===== src/pkg/spc_params.svh =====
// constants for the stack pointer control block
`ifndef SPC_PARAMS_SVH
`define SPC_PARAMS_SVH
`define SPC_ADDR_SP_LO    12'hF80
`define SPC_ADDR_SP_HI    12'hF81
`define SPC_STEP_PAIR     8'h02
`define SPC_STEP_FRAME    8'h06
`define SPC_NIB_PAIR      3'h2
`define SPC_NIB_FRAME     3'h6
`define SPC_STACK_BANK    4'h0
`endif


===== src/pkg/spc_pkg.sv =====
// types for the stack pointer control block
`default_nettype none
package spc_pkg;
    typedef enum logic [2:0] {
        SPC_OP_NONE,
        SPC_OP_PUSH,
        SPC_OP_POP,
        SPC_OP_CALL,
        SPC_OP_RET,
        SPC_OP_INT,
        SPC_OP_INTERRUPT_EXIT_OP
    } spc_op_e;

    typedef enum logic [1:0] {
        SPC_ST_IDLE,
        SPC_ST_PUSH,
        SPC_ST_POP
    } spc_state_e;

    // frame contents handed in on push and out on pop
    typedef struct packed {
        logic [11:0] pc;
        logic [3:0]  psw_hi;
        logic [3:0]  psw_lo;
        logic [7:0]  pair;
    } spc_frame_s;

    // data memory request toward the ram
    typedef struct packed {
        logic        en;
        logic        we;
        logic [11:0] addr;
        logic [3:0]  wdata;
    } spc_mem_s;

    // nibble register access from the cpu
    typedef struct packed {
        logic        en;
        logic        we;
        logic [11:0] addr;
        logic [3:0]  wdata;
    } spc_reg_s;
endpackage
`default_nettype wire


===== src/hw/spc_stack_ctrl.sv =====
// stack pointer and push/pop sequencer
`include "spc_params.svh"
`default_nettype none
module spc_stack_ctrl
(
    input  wire logic              clk_in,
    input  wire logic              rstn_in,
    input  wire spc_pkg::spc_op_e  op_in,
    input  wire spc_pkg::spc_frame_s frame_in,
    input  wire spc_pkg::spc_reg_s reg_in,
    input  wire logic [3:0]        mem_rdata_in,
    input  wire logic [1:0]        reg_bank_select_in,
    output logic [3:0]             reg_rdata_out,
    output spc_pkg::spc_mem_s      mem_out,
    output spc_pkg::spc_frame_s    frame_out,
    output logic                   done_out,
    output logic                   busy_out,
    output logic [7:0]             stack_top_pointer_out,
    output logic [1:0]             work_bank_out
);
    import spc_pkg::*;

    ////////////////////////////////////////////////////////////////////////
    // state
    logic [7:0]  stack_top_pointer_r;
    logic [7:0]  sp_nxt;
    spc_state_e  state_r;
    spc_op_e     op_r;
    logic [2:0]  cnt_r;
    logic [2:0]  total_r;
    logic [23:0] shift_r;
    logic [3:0]  reg_rdata_r;
    spc_mem_s    mem_r;
    spc_frame_s  frame_r;
    logic        done_r;
    logic [1:0]  work_bank_r;
    logic [7:0]  step_r;
    // read pipeline: ram answers one edge after it sees the strobe
    logic        rd_pend_r;
    logic        rd_last0_r;
    logic        rd_last_r;

    ////////////////////////////////////////////////////////////////////////
    // decode
    logic        hit_lo;
    logic        hit_hi;
    logic        idle;
    logic        sp_wr_lo;
    logic        sp_wr_hi;
    logic        is_push;
    logic        is_pop;
    logic        pair_op;
    logic [2:0]  nib_total;
    logic [7:0]  step;
    logic        last;
    logic        rd_strobe;
    logic        sp_busy_nxt;

    assign hit_lo    = reg_in.en && reg_in.addr == `SPC_ADDR_SP_LO;
    assign hit_hi    = reg_in.en && reg_in.addr == `SPC_ADDR_SP_HI;
    assign idle      = state_r == SPC_ST_IDLE;
    // writes land only while idle; a running sequence owns the pointer
    assign sp_wr_lo  = idle && reg_in.we && hit_lo;
    assign sp_wr_hi  = idle && reg_in.we && hit_hi;
    assign is_push   = op_in == SPC_OP_PUSH
                       || op_in == SPC_OP_CALL
                       || op_in == SPC_OP_INT;
    assign is_pop    = op_in == SPC_OP_POP
                       || op_in == SPC_OP_RET
                       || op_in == SPC_OP_INTERRUPT_EXIT_OP;
    assign pair_op   = op_in == SPC_OP_PUSH || op_in == SPC_OP_POP;
    assign nib_total = pair_op ? `SPC_NIB_PAIR : `SPC_NIB_FRAME;
    assign step      = pair_op ? `SPC_STEP_PAIR : `SPC_STEP_FRAME;
    assign last      = cnt_r == total_r - 3'h1;
    assign rd_strobe = mem_r.en && !mem_r.we;
    // busy also covers the read tail, when the state is already idle
    assign sp_busy_nxt = !(idle && op_in == SPC_OP_NONE)
                         || rd_strobe
                         || rd_pend_r;

    ////////////////////////////////////////////////////////////////////////
    // frame data
    logic [7:0]  psw_cat;
    logic [7:0]  flag_cat;
    logic [23:0] push_data;
    logic [7:0]  push_addr;
    logic [7:0]  pop_addr;
    logic [3:0]  push_nib;

    // status word: levels+flags in high half, carry+skips low
    assign psw_cat  = {frame_in.psw_hi, frame_in.psw_lo};
    // call frame: flags nibble holds mem/reg bank enables only
    assign flag_cat = {2'b00, frame_in.psw_hi[1:0], 4'h0};
    // top nibble of a six-nibble frame is spare, stored as zero
    assign push_data =
        op_in == SPC_OP_INT  ? {4'h0, frame_in.pc, psw_cat} :
        op_in == SPC_OP_CALL ? {4'h0, frame_in.pc, flag_cat} :
                               {16'h0000, frame_in.pair};

    // push writes sp-1 downward, pop reads sp upward
    assign push_addr = stack_top_pointer_r - {5'h00, cnt_r}
                       - 8'h01;
    assign pop_addr  = stack_top_pointer_r + {5'h00, cnt_r};
    // highest nibble still unsent sits at the top of the frame
    assign push_nib  = shift_r[{total_r, 2'b00} - 5'd1 -: 4];

    ////////////////////////////////////////////////////////////////////////
    // pointer next value
    always_comb
    begin
        sp_nxt = stack_top_pointer_r;
        if (state_r == SPC_ST_PUSH && last)
            sp_nxt = stack_top_pointer_r - step_r;
        else if (state_r == SPC_ST_POP && last)
            sp_nxt = stack_top_pointer_r + step_r;
        else if (sp_wr_lo)
            sp_nxt = {stack_top_pointer_r[7:4],
                      reg_in.wdata[3:1], 1'b0};
        else if (sp_wr_hi)
            sp_nxt = {reg_in.wdata, stack_top_pointer_r[3:0]};
        sp_nxt[0] = 1'b0;
    end

    ////////////////////////////////////////////////////////////////////////
    // pointer has no reset value; software initialises it
    always_ff @(posedge clk_in)
        stack_top_pointer_r <= sp_nxt;

    always_ff @(posedge clk_in)
    begin
        if (!rstn_in)
        begin
            state_r     <= SPC_ST_IDLE;
            op_r        <= SPC_OP_NONE;
            cnt_r       <= 3'h0;
            total_r     <= `SPC_NIB_PAIR;
            shift_r     <= 24'h000000;
            mem_r       <= '0;
            frame_r     <= '0;
            done_r      <= 1'b0;
            reg_rdata_r <= 4'h0;
            work_bank_r <= 2'h0;
            step_r      <= `SPC_STEP_PAIR;
            rd_pend_r   <= 1'b0;
            rd_last0_r  <= 1'b0;
            rd_last_r   <= 1'b0;
        end
        else
        begin
            done_r      <= 1'b0;
            mem_r       <= '0;
            rd_pend_r   <= rd_strobe;
            rd_last0_r  <= state_r == SPC_ST_POP && last;
            rd_last_r   <= rd_last0_r;
            // read value holds until the next access
            if (reg_in.en)
                reg_rdata_r <= hit_hi ? stack_top_pointer_r[7:4]
                                      : {stack_top_pointer_r[3:1],
                                         1'b0};
            // bank select only counts while its enable is set
            work_bank_r <= frame_r.psw_hi[0] ? reg_bank_select_in
                                             : 2'h0;
            case (state_r)
                SPC_ST_IDLE:
                begin
                    cnt_r   <= 3'h0;
                    total_r <= nib_total;
                    step_r  <= step;
                    // kept until the read tail of a pop has finished
                    if (is_push || is_pop)
                        op_r <= op_in;
                    if (is_push)
                    begin
                        shift_r <= push_data;
                        state_r <= SPC_ST_PUSH;
                    end
                    else if (is_pop)
                    begin
                        shift_r <= 24'h000000;
                        state_r <= SPC_ST_POP;
                    end
                    if (op_in == SPC_OP_INT)
                        frame_r.psw_hi <= frame_in.psw_hi;
                end
                SPC_ST_PUSH:
                begin
                    // high nibble of frame goes to highest address
                    mem_r.en    <= 1'b1;
                    mem_r.we    <= 1'b1;
                    mem_r.addr  <= {`SPC_STACK_BANK, push_addr};
                    mem_r.wdata <= push_nib;
                    shift_r     <= shift_r << 4;
                    cnt_r       <= cnt_r + 3'h1;
                    if (last)
                    begin
                        state_r <= SPC_ST_IDLE;
                        done_r  <= 1'b1;
                        // level flags step up once frame is saved
                        if (op_r == SPC_OP_INT)
                            frame_r.psw_hi[3:2] <=
                                frame_r.psw_hi[3:2] + 2'h1;
                    end
                end
                SPC_ST_POP:
                begin
                    // low nibble first; data lands next cycle
                    mem_r.en   <= 1'b1;
                    mem_r.addr <= {`SPC_STACK_BANK, pop_addr};
                    cnt_r      <= cnt_r + 3'h1;
                    if (last)
                        state_r <= SPC_ST_IDLE;
                end
                default:
                    state_r <= SPC_ST_IDLE;
            endcase
            // collect nibbles two edges behind the read strobe
            if (rd_pend_r)
            begin
                shift_r <= {mem_rdata_in, shift_r[23:4]};
                if (rd_last_r)
                begin
                    done_r <= 1'b1;
                    case (op_r)
                        SPC_OP_POP:
                            frame_r.pair <= {mem_rdata_in,
                                             shift_r[23:20]};
                        SPC_OP_RET:
                        begin
                            // spare top nibble is dropped
                            frame_r.pc <= shift_r[23:12];
                            frame_r.psw_hi[1:0] <= shift_r[9:8];
                        end
                        SPC_OP_INTERRUPT_EXIT_OP:
                        begin
                            frame_r.pc     <= shift_r[23:12];
                            frame_r.psw_hi <= shift_r[11:8];
                            frame_r.psw_lo <= shift_r[7:4];
                        end
                        default:
                            done_r <= 1'b1;
                    endcase
                end
            end
        end
    end

    ////////////////////////////////////////////////////////////////////////
    // outputs
    always_ff @(posedge clk_in)
    begin
        if (!rstn_in)
            busy_out <= 1'b0;
        else
            busy_out <= sp_busy_nxt;
    end

    assign reg_rdata_out         = reg_rdata_r;
    assign mem_out               = mem_r;
    assign frame_out             = frame_r;
    assign done_out              = done_r;
    assign stack_top_pointer_out = stack_top_pointer_r;
    assign work_bank_out         = work_bank_r;
endmodule
`default_nettype wire


===== config.mk =====
export PLATFORM = sky130hd
export DESIGN_NAME = spc_stack_ctrl
export DESIGN_NICKNAME = d
export VERILOG_FILES = /design/src/pkg/spc_pkg.sv /design/src/hw/spc_stack_ctrl.sv
export VERILOG_INCLUDE_DIRS = /design/src /design/src/pkg
export SDC_FILE = /design/constraint.sdc
export NUM_CORES = 1
export LEC_CHECK = 0
export ABC_AREA = 1
export BUFFER_PORTS_ARGS = -buffer_cell sky130_fd_sc_hd__buf_2
export CORE_ASPECT_RATIO = 1.1
export CORE_MARGIN = 1
export CORE_UTILIZATION = 32
export DETAILED_ROUTE_END_ITERATION = 8
export PLACE_DENSITY_LB_ADDON = 0.08
export SYNTH_ARGS = -nofsm -noshare
export SYNTH_HDL_FRONTEND = slang
export SYNTH_SLANG_ARGS = --single-unit

===== constraint.sdc =====
create_clock -name clk_in -period 2.34 [get_ports clk_in]
set_clock_uncertainty 0.15 [all_clocks]
set_input_delay 0 -clock clk_in [delete_from_list [all_inputs] [get_ports clk_in]]
set_output_delay 0 -clock clk_in [all_outputs]
set_load 0.005 [all_outputs]

# Word level (Yosys, flattened, before mapping)
# Cells that the tools add are included.
op_classes:
  eq_ne: 19
  shift: 1
  addsub: 9
  muxes: 36
  n_reduce_logical: 36
ops:
  columns: ["operator", "count"]
  rows:
  - ["24-bit 2-to-1 mux", 3]
  - ["24-bit one-hot mux with 2 select lines", 1]
  - ["20-bit 2-to-1 mux", 2]
  - ["8-bit 2-to-1 mux", 5]
  - ["16-bit 2-to-1 mux", 2]
  - ["27-bit by 6-bit variable part select with 4-bit output", 1]
  - ["12-bit == test, second input constant", 2]
  - ["3-bit == test, second input constant", 6]
  - ["2-bit 2-to-1 mux", 8]
  - ["8-bit one-hot mux with 2 select lines", 1]
  - ["4-bit 2-to-1 mux", 3]
  - ["2-bit AND reduction", 6]
  - ["3-bit by 2-bit == test with 1-bit output, second input constant", 3]
  - ["1-bit logical AND", 9]
  - ["3-bit AND reduction", 3]
  - ["3-bit nonzero test", 3]
  - ["8-bit by 3-bit adder with 8-bit output", 1]
  - ["8-bit adder", 1]
  - ["1-bit logical OR", 8]
  - ["2-bit one-hot mux with 2 select lines", 2]
  - ["8-bit by 1-bit subtractor with 8-bit output, second input constant", 1]
  - ["8-bit by 3-bit subtractor with 8-bit output", 1]
  - ["8-bit subtractor", 1]
  - ["1-bit 2-to-1 mux", 6]
  - ["18 further kinds", 22]
totals:
  input_bits: 57
  out_inout_bits: 62
  reg_bits: 107

# Logic depth before layout (Yosys ltp)
logic_depth:
  ltp_word: 7
  ltp_mapped: 11
  ltp_nobuf: 11

# Worst setup path before layout
# OpenSTA, ideal clock, no wires.
synth_timing:
  kind: "register to register"
  from: "register stack_top_pointer_r[2], in the netlist stack_top_pointer_out[2]"
  to: "register stack_top_pointer_r[7], in the netlist stack_top_pointer_out[7] (data pin)"
  required_time_ps: 1938
  path_stages_with_launch: 9
  path_buffers: 0
  setup_time_ps: 252
  arrival_ps: 1531
  setup_slack_ps: 407
  cell_sequence: "edfxtp_1 -> inv_1 -> fa_1 -> nor2_1 -> nand3_1 -> nand3_1 -> nand2_1 -> nand2_1 -> nand2_1"
synth_via:
  elab_chain_cells: 3
synth_lines:
  columns: ["element", "line_no", "rtl"]
  rows:
  - ["start, declared", "spc_stack_ctrl.sv:25", "logic [7:0] stack_top_pointer_r;"]
  - ["start signal, assigned", "spc_stack_ctrl.sv:127", "stack_top_pointer_r <= sp_nxt;"]
  - ["8-bit adder", "spc_stack_ctrl.sv:115", "sp_nxt = stack_top_pointer_r + step_r;"]
  - ["8-bit 2-to-1 mux", "spc_stack_ctrl.sv:114", "else if (state_r == SPC_ST_POP && last)"]
  - ["8-bit 2-to-1 mux *", "spc_stack_ctrl.sv:112", "if (state_r == SPC_ST_PUSH && last)"]
  - ["net sp_nxt[7]", "spc_stack_ctrl.sv:26", "logic [7:0] sp_nxt;"]
# The timed path passes the listed nets; every way through them passes the cells marked *.
# A chain may end at the register's enable or synchronous reset.

# Worst setup path after layout
layout_timing:
  from: "register state_r[0]"
  to: "register op_r[2]"
layout_via:
  elab_chain_cells: 2
layout_lines:
  columns: ["element", "line_no", "rtl"]
  rows:
  - ["start, declared", "spc_stack_ctrl.sv:27", "spc_state_e state_r;"]
  - ["start signal, assigned", "spc_stack_ctrl.sv:133", "state_r <= SPC_ST_IDLE;"]
  - ["start signal, assigned", "spc_stack_ctrl.sv:175", "state_r <= SPC_ST_PUSH;"]
  - ["start signal, assigned", "spc_stack_ctrl.sv:180", "state_r <= SPC_ST_POP;"]
  - ["2-bit zero test", "spc_stack_ctrl.sv:163", "case (state_r)"]
  - ["2-bit AND reduction (no line)", null, null]
  - ["end signal, assigned", "spc_stack_ctrl.sv:171", "op_r <= op_in;"]
  - ["end, declared", "spc_stack_ctrl.sv:28", "spc_op_e op_r;"]
# Every way passes these cells.

==> impl_results.md <==
- Die X: about 120 um
- Area growth from synthesis to layout: 31.2%
- Antenna cells: 0
- Max Fclk: 0.482 GHz
- Ys flop type: dfxtp_1
- Clock sink count: 93
- Setup repair after global routing missed its margin: false
- Initial antenna violation count: 0
- Finished Cell Area: around 6500 um2
- Most frequent cells in the layout: nand2_1 (137), buf_2 (113), dfxtp_1 (86)
- Seq/Total Area, Yosys: around two fifths
- Warnings from Yosys: 0
- WP data required: 2.47 ns
- Area share of the largest cell type after synthesis: 34.7%
- Wirelength per Cell: roughly 15 um
- FP Rows: 47
- Post-synthesis cell count: 711
- Final worst path period share: 88.8%
- H-tree levels: 3
- Root buffer cell: clkbuf_16
- Post-synth top area cell: dfxtp_1
- EDFF count, synth: 7
- Vias per inst: 4.86
- Post-synth cell types: between 40 and 50
- Starting Density: 32.8%
- Remaining DRCs: 0
- Final Hold Fails: 0
- Clk slew on worst S/H paths: about 0.070 ns
- Ys async rst share: 0%
- Routed Antenna Nets: 0
- Final Slew Violations: 0
- Initial drt markers: between 200 and 300
- TritonCTS clock tree: built
- Syn Area/Cell: 6.98 um2
- HP Class: primary input to flop
- Min Tclk post-route: between 2 and 2.5 ns
- Top cells by area, synth: dfxtp_1 (35%), nand2_1 (10%), a21oi_1 (8.4%)
- Placed Area: 5720 um2
- Pwr/cell area: between 600 and 700 nW/um2
- Cell mode on critical path: a21oi_1
- Largest net degree at the start of global routing: 32
- Slew headroom: 57.4%
- Critical Path AT: 2.20 ns
- IO Port Bufs: 113
- Max-Cap Viols: 0
- Final setup TNS: 0 ns
- Final setup fails: 0
- GPL Wtd Cong: 0.878
- Mapped Area: 4960 um2
- Vias: approximately 5200
- I/O pins: about 120
- Vias in the first global route: approximately 5000
- Worst vdd ir: 0.315 mV
- Clk Latency, worst-skew pair: between 0.3 and 0.4 ns
- CP max stage cell: dlygate4sd3_1
- Worst-Margin Slew: 0.632 ns
- Lkg Pwr: 3.07 nW
- Final HPWL DP: 12000 um
- Drt first pass iters: 4
- Kind of critical path: flop to flop
- Status: complete, no violations
- Worst-case clock buffer depth: 2
- Crit. End Element: flop
- CTS buffer count: 9
- Core area: ~15000 um2
- Most common cell after layout, fill and taps aside: nand2_1
- Die H: 133 um
- Startpoint Class: flop
- GRT overflow: 0
- Routed wire length: around 16000 um
- CP cell instances: inv_1 > ha_1 > inv_2 > a21oi_1 > nand2_1 > dlygate4sd3_1 > a21oi_1
- Share of layout cells above drive strength 1: 19.1%
- Critical Path Fanout Max: 13
- Number of synthesized register bits: 93
- Global Route Usage Sum: 20.5%
- Final nets: roughly 940
- CP max stage delay: 0.55 ns
- Die area: 16000 um2
- Global-route wire length before repair: 25300 um
-- registers in the layout (all words and copies together) (netlist names), 2 cells and up --
| signal | count |
|---|---|
| cnt_r | 3 |
| shift_r | 24 |
| frame_out | 28 |
| op_r | 3 |
| work_bank_out | 2 |
| state_r | 2 |
| stack_top_pointer_out | 7 |
| mem_out | 14 |
| reg_rdata_out | 4 |
-- repair_timing --
action,4_1_cts,5_1_grt
setup buffers,0,1
gates resized for setup,0,2
setup endpoints to repair,0,1
hold buffers,47,0
endpoints found under the hold margin,49,0
-- worst paths after layout --
check / from / endpoint / slack [ns] / depth (start not counted)
worst max-delay path: state_r[0] / op_r[2] / 0.26 / 7
worst min-delay path: frame_in[14] / shift_r[6] / 0.009 / 7
worst max register to register: state_r[0] / op_r[2] / 0.26 / 7
worst min register to register: rd_last0_r / rd_last_r / 0.28 / 2
-- cell usage after synthesis, types with 3 or more instances --
master	number
nand2_2	4
ha_1	12
edfxtp_1	7
fa_1	4
inv_2	5
inv_1	84
nor3_1	3
o21ai_0	71
nor2_1	68
nand4_1	13
buf_2	5
xor2_1	4
dfxtp_1	86
o21ai_1	8
nand2_1	137
buf_6	4
nand3_2	3
a21oi_1	83
nand3_1	55
buf_4	7
a31oi_1	5
clkbuf_1	15
-- worst max-delay path, delay by kind of cell, from the launching register on --
kind,cells,cell delay [ns]
DFF,1,0.34
and+or+nand+nor,1,0.06
AOI/OAI and AO/OA,2,0.33
adders and majority gates,1,0.31
buffers and inverters,3,0.81
-- final cells by class --
cell class / instances / area (um2)
inverters: 91 / 342
flip-flops and latches: 93 / 1930
repair buffers: 176 / 1150
multi-input cells: 499 / 2530
clock inverters: 4 / 33.8
fillers: 1594 / 8600
clock buffers: 12 / 278
well taps: 196 / 245
-- logic make-up after synthesis --
kind of cell    count (synthesis)  synth area share [%]
xor+xnor                        6                  1.06
fa+ha+maj                      16                  4.64
simple gates                  294                  25.9
buf+inv                       123                  10.6
compound gates                178                  18.9
flops                          93                  38.9
other cells                     1                0.0756
-- stage by stage --
step	setup WS, ns	hold slack, ns	util (%)	total power, W	instances
2_1_floorplan	0.407	0.00923	-	0.00256	715
3_3_place_gp	0.356	0.0879	37.9	0.00290	1008
3_5_place_dp	0.272	0.103	37.9	0.00291	1008
4_1_cts	0.114	0.000824	43.0	0.00450	1071
5_1_grt	0.0649	0.0463	43.1	0.00470	1071
6_report	0.263	0.00852	43.1	0.00445	1071
-- layer usage --
layer  up-vias  global-route usage, %  wire length (um)
li1       2640                      -                 -
met1      2409                   24.4              7050
met2       128                   36.9              8160
met3        24                   2.11               510
met4         0                   8.57               350
met5         -                      0                 0
-- where the power goes --
| group | switching [W] | total [W] | leakage, nW | internal, W |
|---|---|---|---|---|
| combinational | 0.000690 | 0.00108 | 2.16 | 0.000388 |
| sequential | 0.000113 | 0.00185 | 0.764 | 0.00174 |
| clock | 0.000664 | 0.00152 | 0.151 | 0.000854 |
| total | 0.00147 | 0.00445 | 3.07 | 0.00298 |
(Power assumes the default switching activity.)
